## config.mk

```make
export PLATFORM = sky130hd
export DESIGN_NAME = ufc_function_ctrl
export DESIGN_NICKNAME = d
export VERILOG_FILES = /design/src/rtl/ufc_pkg.sv /design/src/rtl/ufc_function_ctrl.sv /design/src/rtl/ufc_sync.sv
export SDC_FILE = /design/constraint.sdc
export NUM_CORES = 1
export LEC_CHECK = 0
export BUFFER_PORTS_ARGS = -buffer_cell sky130_fd_sc_hd__buf_2
export CAP_MARGIN = 20
export CORE_MARGIN = 3
export CORE_UTILIZATION = 56
export DETAILED_ROUTE_END_ITERATION = 8
export PLACE_DENSITY = 0.82
export SKIP_LAST_GASP = 1
export SLEW_MARGIN = 30
export SYNTH_ARGS = -nofsm -noshare
export SYNTH_HDL_FRONTEND = slang
export SYNTH_SLANG_ARGS = --single-unit
```

## constraint.sdc

```tcl
create_clock -name CLK -period 3.5 [get_ports CLK]
set_clock_uncertainty 0.05 [all_clocks]
set_input_delay 1.05 -clock CLK [delete_from_list [all_inputs] [get_ports CLK]]
set_output_delay 1.05 -clock CLK [all_outputs]
set_load 0.1 [all_outputs]
```

## src/rtl/ufc_pkg.sv

```systemverilog
// Constants for the transceiver function-settings register block.
// Assumes a 6-bit register address space reached over the ULPI register port.
package ufc_pkg;
    localparam logic [5:0] UFC_ADDR_WRITE = 6'h04;
    localparam logic [5:0] UFC_ADDR_SET = 6'h05;
    localparam logic [5:0] UFC_ADDR_CLEAR = 6'h06;
    localparam logic [7:0] UFC_RESET_VAL = 8'h41;
    localparam int UFC_BIT_LOW_POWER_N = 6;
    localparam int UFC_BIT_CORE_RESET = 5;
    localparam int UFC_BIT_STYLE_HI = 4;
    localparam int UFC_BIT_STYLE_LO = 3;
    localparam int UFC_BIT_TERM = 2;
    localparam int UFC_BIT_SPEED_HI = 1;
    localparam int UFC_BIT_SPEED_LO = 0;
    localparam logic [1:0] UFC_STYLE_NORMAL = 2'h0;
    localparam logic [1:0] UFC_STYLE_NODRIVE = 2'h1;
    localparam logic [1:0] UFC_STYLE_RAW = 2'h2;
    localparam logic [1:0] UFC_STYLE_NOSYNC = 2'h3;
    localparam logic [1:0] UFC_SPEED_HS = 2'h0;
    localparam logic [1:0] UFC_SPEED_FS = 2'h1;
    localparam logic [1:0] UFC_SPEED_LS = 2'h2;
    localparam logic [1:0] UFC_SPEED_LS_ON_FS = 2'h3;
    localparam int UFC_CORE_RESET_CYCLES = 16;
    localparam int UFC_CNT_W = 8;
    typedef enum logic [2:0]
    {
        UFC_ST_IDLE = 3'b001,
        UFC_ST_CORE_RST = 3'b010,
        UFC_ST_RXCMD = 3'b100
    } ufc_state_t;
endpackage

```

## src/rtl/ufc_function_ctrl.sv

```systemverilog
// Function-settings register of the transceiver with suspend and core reset control.
// Assumes register accesses decoded to write strobes on CLK; STP arrives from a pin.
`timescale 1ns/10ps
module ufc_function_ctrl
    import ufc_pkg::*;
#(
    parameter int CORE_RESET_CYCLES = UFC_CORE_RESET_CYCLES
)
(
    // Clock and reset
    input wire logic CLK,
    input wire logic RST_N,
    input wire logic CE,
    // Register access port
    input wire logic [5:0] REG_ADDR,
    input wire logic REG_WR,
    input wire logic [7:0] REG_WDATA,
    output logic [7:0] REG_RDATA,
    output logic REG_HIT,
    // Interface pins
    input wire logic STP,
    output logic DIR,
    output logic RXCMD_REQ,
    // Pull-down controls from elsewhere in the register set
    input wire logic POSITIVE_LINE_PULL_LOW,
    input wire logic NEGATIVE_LINE_PULL_LOW,
    // Analogue and core controls
    output logic LOW_POWER,
    output logic CORE_RESET,
    output logic HS_XCVR_EN,
    output logic FS_XCVR_EN,
    output logic LS_XCVR_EN,
    output logic FS_PREAMBLE_EN,
    output logic TX_NON_DRIVING,
    output logic TX_RAW_BITS,
    output logic TX_NO_SYNC_EOP,
    output logic FS_PULLUP_EN,
    output logic HS_TERM_EN
);
    ////////////////////////////////////////////////////////////////////////////
    // Register and sequencer state
    logic [7:0] settings_r;
    logic [7:0] settings_nxt;
    ufc_state_t state_r;
    ufc_state_t state_nxt;
    logic [UFC_CNT_W-1:0] cnt_r;
    logic [UFC_CNT_W-1:0] cnt_nxt;
    logic stp_s;
    logic stp_d_r;
    logic stp_d_nxt;
    logic wake;
    logic acc_hit;
    logic [7:0] rdata_r;
    logic [7:0] rdata_nxt;

    ufc_sync u_stp_sync
    (
        .clk(CLK),
        .rst_n(RST_N),
        .ce(CE),
        .d(STP),
        .q(stp_s)
    );

    assign acc_hit = (REG_ADDR == UFC_ADDR_WRITE) || (REG_ADDR == UFC_ADDR_SET)
        || (REG_ADDR == UFC_ADDR_CLEAR);
    assign wake = !settings_r[UFC_BIT_LOW_POWER_N] && stp_s && !stp_d_r;

    ////////////////////////////////////////////////////////////////////////////
    // Register update
    always_comb
    begin
        settings_nxt = settings_r;
        if (REG_WR)
        begin
            unique case (REG_ADDR)
                UFC_ADDR_WRITE: settings_nxt = REG_WDATA;
                UFC_ADDR_SET: settings_nxt = settings_r | REG_WDATA;
                UFC_ADDR_CLEAR: settings_nxt = settings_r & ~REG_WDATA;
                default: settings_nxt = settings_r;
            endcase
        end
        // Hardware updates (wake set, core reset bit set and end-of-run clear) win over a same-cycle software write
        if (wake)
            settings_nxt[UFC_BIT_LOW_POWER_N] = 1'b1;
        if (state_r == UFC_ST_CORE_RST && cnt_r == '0)
            settings_nxt[UFC_BIT_CORE_RESET] = 1'b0;
        else if (state_r == UFC_ST_CORE_RST)
            settings_nxt[UFC_BIT_CORE_RESET] = 1'b1;
        rdata_nxt = acc_hit ? settings_nxt : 8'h00;
        stp_d_nxt = stp_s;
    end

    ////////////////////////////////////////////////////////////////////////////
    // Core reset sequencer
    always_comb
    begin
        state_nxt = state_r;
        cnt_nxt = cnt_r;
        unique case (state_r)
            UFC_ST_IDLE:
            begin
                if (settings_r[UFC_BIT_CORE_RESET])
                begin
                    state_nxt = UFC_ST_CORE_RST;
                    cnt_nxt = UFC_CNT_W'(CORE_RESET_CYCLES - 1);
                end
            end
            UFC_ST_CORE_RST:
            begin
                if (cnt_r == '0)
                    state_nxt = UFC_ST_RXCMD;
                else
                    cnt_nxt = cnt_r - 1'b1;
            end
            UFC_ST_RXCMD:
                state_nxt = UFC_ST_IDLE;
        endcase
    end

    always_ff @(posedge CLK)
    begin
        if (!RST_N)
        begin
            settings_r <= UFC_RESET_VAL;
            state_r <= UFC_ST_IDLE;
            cnt_r <= '0;
            stp_d_r <= 1'b0;
            rdata_r <= 8'h00;
        end
        else if (CE)
        begin
            settings_r <= settings_nxt;
            state_r <= state_nxt;
            cnt_r <= cnt_nxt;
            stp_d_r <= stp_d_nxt;
            rdata_r <= rdata_nxt;
        end
    end

    ////////////////////////////////////////////////////////////////////////////
    // Outputs
    assign REG_RDATA = rdata_r;
    assign REG_HIT = acc_hit;
    assign DIR = (state_r == UFC_ST_CORE_RST);
    assign CORE_RESET = (state_r == UFC_ST_CORE_RST);
    assign RXCMD_REQ = (state_r == UFC_ST_RXCMD);
    assign LOW_POWER = !settings_r[UFC_BIT_LOW_POWER_N];

    logic [1:0] style;
    logic [1:0] speed;
    logic host_pd;
    assign style = settings_r[UFC_BIT_STYLE_HI:UFC_BIT_STYLE_LO];
    assign speed = settings_r[UFC_BIT_SPEED_HI:UFC_BIT_SPEED_LO];
    assign host_pd = POSITIVE_LINE_PULL_LOW && NEGATIVE_LINE_PULL_LOW;

    assign TX_NON_DRIVING = (style == UFC_STYLE_NODRIVE);
    assign TX_RAW_BITS = (style == UFC_STYLE_RAW);
    assign TX_NO_SYNC_EOP = (style == UFC_STYLE_NOSYNC);
    assign HS_XCVR_EN = !LOW_POWER && (speed == UFC_SPEED_HS);
    assign FS_XCVR_EN = !LOW_POWER && (speed == UFC_SPEED_FS
        || speed == UFC_SPEED_LS_ON_FS);
    assign LS_XCVR_EN = !LOW_POWER && (speed == UFC_SPEED_LS);
    assign FS_PREAMBLE_EN = !LOW_POWER && (speed == UFC_SPEED_LS_ON_FS);
    // Pull-up only as a device without both host pull-downs; HS term in HS with term set, out of low power and not non-driving
    assign FS_PULLUP_EN = settings_r[UFC_BIT_TERM] && speed != UFC_SPEED_HS
        && !host_pd && style != UFC_STYLE_RAW;
    assign HS_TERM_EN = settings_r[UFC_BIT_TERM] && !LOW_POWER
        && speed == UFC_SPEED_HS && style != UFC_STYLE_NODRIVE;
endmodule

```

## src/rtl/ufc_sync.sv

```systemverilog
// Two-flop synchroniser for one level from outside the clock domain.
// Assumes a single clock and a synchronous active-low reset.
`timescale 1ns/10ps
module ufc_sync
    import ufc_pkg::*;
(
    // Clock and reset
    input wire logic clk,
    input wire logic rst_n,
    input wire logic ce,
    // Level
    input wire logic d,
    output logic q
);
    logic s1_r;
    logic s1_nxt;
    logic s2_r;
    logic s2_nxt;

    always_comb
    begin
        s1_nxt = ce ? d : s1_r;
        s2_nxt = ce ? s1_r : s2_r;
    end

    always_ff @(posedge clk)
    begin
        if (!rst_n)
        begin
            s1_r <= 1'b0;
            s2_r <= 1'b0;
        end
        else
        begin
            s1_r <= s1_nxt;
            s2_r <= s2_nxt;
        end
    end

    assign q = s2_r;
endmodule

```

==> results.toml, run 1 <==
[logic_synthesis]
syn_area_sq_um = 1640
synth_top_area_share_pct = 36.7
synth_top_area_cell = "dfxtp_1"
ys_types = 50
synth_ff_type = "dfxtp_1"
synth_top_family_by_area = "compound AO/OA/AOI/OAI gates"
synth-edff-count = 0
synth_nets = 217
yosys.area_share.simple_pct = 26.1
synth-adder-area-share_pct = 1.53
synth_seq_area_share_pct = 36.7
synth_compound_area_share_pct = 27.6
yosys-top-cells-area = "dfxtp_1, a21oi_1, nor2b_1, o31ai_1, nor2_1"
post_synth.cell_area_avg_sq_um = 8.43
yosys_warnings = 0
netlist_instances = 194
synth.mux.area_fraction_pct = 1.84
synth_xor_area_share_pct = 1.07
async_reset_ff_share_pct = 0
ys_ff_latch = 30

[timing]
finalCritPeriodShare_pct = 93.1
hold_violations = 0
final_max_slew_viol_count = 0
fmax_mhz = 307
worst_slew_pin_slew_ns = 0.584
rsz0062_at_grt = "no"
fin_hold_ws_ns = 0.425
fin_setup_tns_ns = 0
max_slew_margin_pct = 60.7
min_period_ns = 3.26
finalSetupViolCount = 0
worst_slack_ns = 0.243

[pwr]
p_switching_mw = 0.271
switching_share_pct = 34.5
p_clk_share_pct = 27.6
seqPwrFrac_pct = 48.4
p_leak_nw = 0.821
vdd_drop_max_mv = 0.378
combPwrFrac_pct = 24.0
internal_power_mw = 0.516
fin_total_pwr_mw = 0.787
power_density_nw_per_um2 = 404

[finish]
finalNetCount = 256
drive_gt1_share_pct = 26.5
n_antenna_cell = 0
fill_cells = 225
areaGrowthSynthToFinish_pct = 19.1
design_area_sq_um = 1950

[floorplan]
initial_core_util_pct = 62.1
num_rows = 18
die_h_um = 60.0
pin_count = 43
die_area_sq_um = 3600
dieWidth_um = 60.0
core_area_sq_um = 2640

[critical_path]
r2r-end = "REG_RDATA[5]"
required_ns = 2.40
reg2reg_depth = 6
startpoint_type = "input pin"
crit_fanout = 3
critPathLaunch = "REG_ADDR[5]"
cp_data_arrival_time_ns = 2.16
cp-end-kind = "output port"
timing.rr.start = "cnt_r[0]"
cp-endpoint = "REG_HIT"
r2r_slack_ns = 1.47
worstSetupPathType = "input pin to output port"

[run]
drv_cap = 0

[outcome]
status = "finished, final reports clean"

[clocking]
clk_path_buf_depth = 2
clock_latency_ns = 0.33
clkSlewWorstSetupHoldPaths_ns = 0.09
cts-resized-gates = 0
root_buffer = "clkbuf_4"
cts_buffers = 5
holdBufCountCts = 0
post_cts_buffers = 0
cts_tree = "yes"
clock-sinks = 30
cts_htree_levels = 2

[drt]
vias = 1643
wire_per_inst_um = 15.9
first_pass_iters = 4
wl_um = 4190
drc = 0
drtAntennaViolNets = 0
drtIter0Drc = 142
vias_per_cell = 6.22

[placement]
io_buffers = 42
hpwl_um = 3050
place_congestion = 0.933
dp_worst_setup_slack_ns = 0.251
place_area_sq_um = 1890

[global_routing]
grt.overflow.total = 0
grt_start_max_net_pins = 26
grt_pass1_wl_um = 6780
grt_pass1_vias = 1465
grt.total_usage_pct = 25.0
antenna_found_initial = 0

[worst_hold_path]
min_path_type = "flop to flop"
## worst min path at each step
stage,startpoint,to,slack [ns],depth (start not counted)
5_1_grt,REG_RDATA[3],REG_RDATA[3],0.45,2
3_3_place_gp,REG_RDATA[3],REG_RDATA[3],0.40,2
2_1_floorplan,cnt_r[7],cnt_r[7],0.40,2
3_5_place_dp,REG_RDATA[2],REG_RDATA[2],0.41,2
6_report,REG_RDATA[3],REG_RDATA[3],0.43,2
4_1_cts,REG_RDATA[4],REG_RDATA[4],0.43,2
## flip-flops by register name, indices dropped and copies added (netlist names)
| name | flops |
|---|---|
| state_r | 3 |
| stp_d_r | 1 |
| settings_r | 8 |
| u_stp_sync.s1_r | 1 |
| u_stp_sync.q | 1 |
| cnt_r | 8 |
| REG_RDATA | 8 |
## layout by cell type (no fill, tap or decap), types with 5 or more instances in the layout
master | netlist | routed
inv_1 | 6 | 6
nor2b_1 | 11 | 11
nor2_1 | 15 | 15
o31ai_1 | 8 | 8
a21oi_1 | 17 | 16
nand2_1 | 13 | 13
o21ai_0 | 7 | 7
a311oi_1 | 6 | 6
nand3_1 | 10 | 10
clkbuf_4 | 0 | 5
a21o_1 | 6 | 6
dfxtp_1 | 30 | 30
buf_2 | 1 | 41
## stage by stage
stage | std cells | util, %
after floorplan | 194 | -
after global placement | 256 | 71.6
after detailed placement | 256 | 71.6
after CTS | 264 | 73.9
after global routing | 264 | 73.9
final | 264 | 73.9
## kinds of logic after synthesis
kind of cell | Yosys count
and+or+nand+nor | 75
AOI/OAI and AO/OA | 63
DFF | 30
buffers and inverters | 19
muxes | 3
xor gates and xnor gates | 2
adders and majority gates | 2
## Yosys cell counts, drive strengths merged (2+ instances only)
cell and number:
buf 4, nand2 13, nand3 10, or4b 3
nand2b 2, inv 6, a2bb2oi 2, xor2 2
o211ai 2, nor3b 3, nor2b 11, ha 2
a211o 2, a211oi 2, a311oi 6, a21oi 17
or3 2, nor4b 2, o41ai 2, o21ai 8
and2 2, dfxtp 30, nor3 3, or3b 2
a21o 6, clkbuf 8, and3 2, o31ai 8
nor2 15, mux2i 3
## per-layer routing
layer / part of all wire (%) / wire (um) / track usage (%) / vias to the layer above
met1: 42 / 1780 / 33.9 / 761
met2: 47 / 1990 / 39.0 / 68
met3: 8.2 / 342 / 4.75 / 12
met5: 0 / 0 / 0 / -
li1: - / - / - / 802
met4: 1.9 / 80 / 9.49 / 0
## final cells by class
class                      instances  area [sq um]  area share, %
inverter                           7          26.3           1.35
sequential                        30           601           30.8
clock buffer                       7          55.1           2.83
multi-input combinational        145           982           50.4
timing repair buffer              44           240           12.3
tap                               30          37.5           1.93
clock inverter                     1          5.00          0.257
## worst max-delay path, stage by stage
cell and delay, ns:
buf_2 0.11, or4b_1 0.59, a21oi_4 0.21, buf_12 0.20
## power groups by stage
stage / registers, mW / logic, mW / clock network (mW)
detailed placement: 0.388 / 0.186 / 0
global route: 0.383 / 0.204 / 0.235
global placement: 0.385 / 0.179 / 0
floorplan: 0.385 / 0.148 / 0
finish: 0.381 / 0.189 / 0.217
CTS: 0.380 / 0.187 / 0.222
Power figures use the tool's default switching activity.
==> inputs of run 2 (changes only) <==
Settings changed: PLACE_DENSITY 0.82 to 0.85.
==> run 2 against run 1 <==
Net effect: combinational power barely moved; first-iteration DRC count fell by 42%; utilization is the same; die area unchanged; critical path depth is the same; non-clock buffer count did not move; register-to-register slack worse by 0.02 ns; clock power hardly changed; maximum frequency up 0.29%; count of clock-buffer cells in the layout unchanged; sequential share of layout area unchanged; largest power group unchanged.
==> results.toml, run 2 (same netlist as run 1, synthesis figures left out) <==
[clocking]
holdBufCountCts = 0
clock_latency_ns = 0.33
clk_path_buf_depth = 2
cts_tree = "yes"
post_cts_buffers = 0
root_buffer = "clkbuf_4"
clock-sinks = 30
cts_buffers = 5
clkSlewWorstSetupHoldPaths_ns = 0.09
cts_htree_levels = 2
cts-resized-gates = 0

[floorplan]
pin_count = 43
die_h_um = 60.0
die_area_sq_um = 3600
num_rows = 18
initial_core_util_pct = 62.1
core_area_sq_um = 2640
dieWidth_um = 60.0

[drt]
first_pass_iters = 4
vias = 1618
drtAntennaViolNets = 0
met3_length_um = 332
top_layer = "met4"
vias_per_cell = 6.13
wl_um = 3980
route.met2.wl_um = 1840
drtIter0Drc = 82
wire_per_inst_um = 15.1
met1_length_um = 1750
drc = 0

[finish]
finalNetCount = 256
areaGrowthSynthToFinish_pct = 19.1
drive_gt1_share_pct = 26.5
final_common_cell = "buf_2"
n_antenna_cell = 0
layout_common_cells = "buf_2, dfxtp_1, a21oi_1, nor2_1, nand2_1"

[run]
drv_cap = 0

[critical_path]
required_ns = 2.40
cp_data_arrival_time_ns = 2.15
startpoint_type = "input pin"
crit_fanout = 3
cp-end-kind = "output port"
worstSetupPathType = "input pin to output port"

[placement]
place_congestion = 0.852
hpwl_um = 2990
io_buffers = 42
dp_worst_setup_slack_ns = 0.254

[global_routing]
grt_pass1_vias = 1528
grt_start_max_net_pins = 26
antenna_found_initial = 0
grt_pass1_wl_um = 6780
grt.overflow.total = 0
grt.total_usage_pct = 25.1

[pwr]
vdd_drop_max_mv = 0.382
internal_power_mw = 0.515
p_leak_nw = 0.821
p_switching_mw = 0.267
seqPwrFrac_pct = 48.5
switching_share_pct = 34.2
p_clk_share_pct = 27.6
power_density_nw_per_um2 = 402
combPwrFrac_pct = 23.9

[timing]
final_max_slew_viol_count = 0
max_slew_margin_pct = 62.6
min_period_ns = 3.25
worst_slack_ns = 0.252
finalSetupViolCount = 0
worst_slew_pin_slew_ns = 0.554
fmax_mhz = 308
finalCritPeriodShare_pct = 92.8
fin_hold_ws_ns = 0.417
rsz0062_at_grt = "no"
hold_violations = 0

[outcome]
status = "finished, final reports clean"

[worst_hold_path]
min_path_type = "flop to flop"
## run 2: metal layers
layer  GRT usage, %  vias up
li1               -      796
met1           32.6      744
met2           38.9       70
met3           7.13        8
met4           10.1        0
met5              0        -
## run 2: through the flow
stage / power (mW) / std cells / TNS (ns) / utilization (%) / instance area [sq um]
after detailed placement: 0.572 / 256 / 0 / 71.6 / 1890
after floorplan: 0.533 / 194 / -1.61 / - / 1670
after CTS: 0.785 / 264 / 0 / 73.9 / 1950
after global placement: 0.564 / 256 / 0 / 71.6 / 1890
final: 0.782 / 264 / 0 / 73.9 / 1950
after global routing: 0.822 / 264 / 0 / 73.9 / 1950
## run 2: path summary, 6_finish.rpt
check / startpoint / endpoint / slack [ns] / depth (start not counted)
hold / removal: REG_RDATA[7] / REG_RDATA[7] / 0.42 / 2
setup / recovery: REG_ADDR[5] / REG_HIT / 0.25 / 4
setup reg to reg: cnt_r[0] / REG_RDATA[5] / 1.45 / 6
hold reg to reg: REG_RDATA[7] / REG_RDATA[7] / 0.42 / 2
## run 2: critical path, cell delays in order
cell	delay (ns)
buf_2	0.11
or4b_1	0.59
a21oi_4	0.20
buf_12	0.20
## run 2: cell type report
type / instances / area [sq um]
fill: 219 / 688
clock buffer: 7 / 55.1
multi-input combinational: 145 / 982
tap: 30 / 37.5
inverter: 7 / 26.3
clock inverter: 1 / 5.00
timing repair buffer: 44 / 240
sequential: 30 / 601
## run 2: power by group through the flow
stage | registers (mW) | clock network, mW | logic (mW)
global route | 0.383 | 0.235 | 0.204
global placement | 0.385 | 0 | 0.179
CTS | 0.379 | 0.220 | 0.186
detailed placement | 0.387 | 0 | 0.185
floorplan | 0.385 | 0 | 0.148
finish | 0.380 | 0.216 | 0.187
==> inputs of run 3 (changes only) <==
Settings changed: CORE_UTILIZATION 56 to 52, PLACE_DENSITY 0.85 to 0.8.
Clock period 3.5 ns to 3.55 ns, I/O delays scaled along.
==> run 3 against run 2 <==
Net effect: worst hold slack got worse by 0.0030 ns; largest cell class unchanged; combinational power barely moved; sequential share of layout area shrank 0.24 points; register-to-register slack improved by 0.04 ns; critical path type unchanged; utilization shrank 5.7 points; global-route usage fell by 2.3 points; sequential cell count stayed put; cell count rose by 4.5%; clock power hardly changed; non-clock buffer count unchanged.
==> results.toml, run 3 (same netlist as run 1, synthesis figures left out) <==
[critical_path]
path_delay_family = "simple AND/OR/NAND/NOR gates"
critPathLaunch = "REG_ADDR[5]"
required_ns = 2.43
worstSetupPathType = "input pin to output port"
cp-end-kind = "output port"
crit_buf_inv = 2
critPathSlowestCell = "or4b_1"
startpoint_type = "input pin"
cp_data_arrival_time_ns = 2.18
crit_chain = "buf_2 > or4b_1 > a21oi_4 > buf_12"
timing.rr.start = "cnt_r[0]"
crit_fanout = 3
crit_path_max_incr_delay_ns = 0.60

[timing]
max_slew_margin_pct = 61.9
finalCritPeriodShare_pct = 92.9
fmax_mhz = 303
finalSetupViolCount = 0
min_period_ns = 3.30
worst_slew_pin_slew_ns = 0.566
rsz0062_at_grt = "no"
hold_violations = 0
fin_hold_ws_ns = 0.414
final_max_slew_viol_count = 0

[clocking]
holdBufCountCts = 0
clkSlewWorstSetupHoldPaths_ns = 0.08
clock-sinks = 30
clk_path_buf_depth = 2
cts-resized-gates = 0
clock_latency_ns = 0.33
cts_htree_levels = 2
cts_buffers = 5
post_cts_buffers = 0
root_buffer = "clkbuf_4"
cts_tree = "yes"

[placement]
io_buffers = 42
placedCellCount = 268
hpwl_um = 3030
place_congestion = 0.855

[finish]
utilization_pct = 68.2
layout_common_cells = "buf_2, dfxtp_1, a21oi_1, nor2_1, nand2_1"
final_common_cell = "buf_2"
finalNetCount = 256
drive_gt1_share_pct = 26.5
areaGrowthSynthToFinish_pct = 20.0
n_antenna_cell = 0
post_layout_nonfiller_instances = 276

[run]
drv_cap = 0

[global_routing]
grt_pass1_wl_um = 6360
grt_start_max_net_pins = 26
grt.overflow.total = 0
grt.total_usage_pct = 22.8
grt_pass1_vias = 1398
antenna_found_initial = 0

[floorplan]
dieWidth_um = 62.1
num_rows = 19
pin_count = 43
core_area_sq_um = 2880
initial_core_util_pct = 56.9
die_h_um = 62.1
die_area_sq_um = 3850

[pwr]
power_density_nw_per_um2 = 394
vdd_drop_max_mv = 0.288
p_leak_nw = 0.821

[drt]
drc = 0
vias = 1627
vias_per_cell = 5.89
drtAntennaViolNets = 0
drtIter0Drc = 84
wire_per_inst_um = 14.8
wl_um = 4080
first_pass_iters = 4

[outcome]
status = "finished, final reports clean"

[worst_hold_path]
hp-start = "REG_RDATA[4]"
min_path_type = "flop to flop"
==> run 3: worst paths after layout <==
| kind | to | slack (ns) | cells after the start |
|---|---|---|---|
| max | REG_HIT | 0.25 | 4 |
| min | REG_RDATA[4] | 0.41 | 2 |
| max reg2reg | cnt_r[1] | 1.49 | 6 |
| min reg2reg | REG_RDATA[4] | 0.41 | 2 |
==> run 3: worst reg2reg max path, cell delays in order (launching register included) <==
cell,delay (ns)
dfxtp_1,0.35
inv_1,0.14
ha_1,0.16
or4b_1,0.57
o21ai_2,0.32
a21oi_1,0.11
a311oi_1,0.27
==> run 3: metrics by stage <==
step	TNS (ns)	setup slack, ns	cell area [sq um]	power [mW]
5_1_grt	0	0.225	1960	0.811
3_5_place_dp	0	0.271	1900	0.565
3_3_place_gp	0	0.263	1900	0.557
4_1_cts	0	0.253	1960	0.774
6_report	0	0.251	1960	0.773
2_1_floorplan	-1.55	-0.888	1670	0.526
==> run 3: layout make-up <==
class	count	area (sq um)
clock buffers	7	55.1
clock inverters	1	5.00
fillers	269	915
inverters	7	26.3
multi-input cells	145	982
flip-flops and latches	30	601
well taps	42	52.6
repair buffers	44	240
==> run 3: metal layers <==
metal / part of all wire, % / GRT usage (%) / vias to the layer above
met1: 48 / 30.4 / 785
met5: 0 / 0 / -
met4: 1.2 / 7.88 / 0
met3: 4.7 / 6.40 / 6
li1: - / - / 800
met2: 46 / 35.4 / 36
==> run 3: power breakdown <==
part | total, mW | internal, mW | switching (mW)
Sequential | 0.374 | 0.354 | 0.0205
Combinational | 0.185 | 0.0582 | 0.127
Clock | 0.214 | 0.0958 | 0.118
Total | 0.773 | 0.508 | 0.265
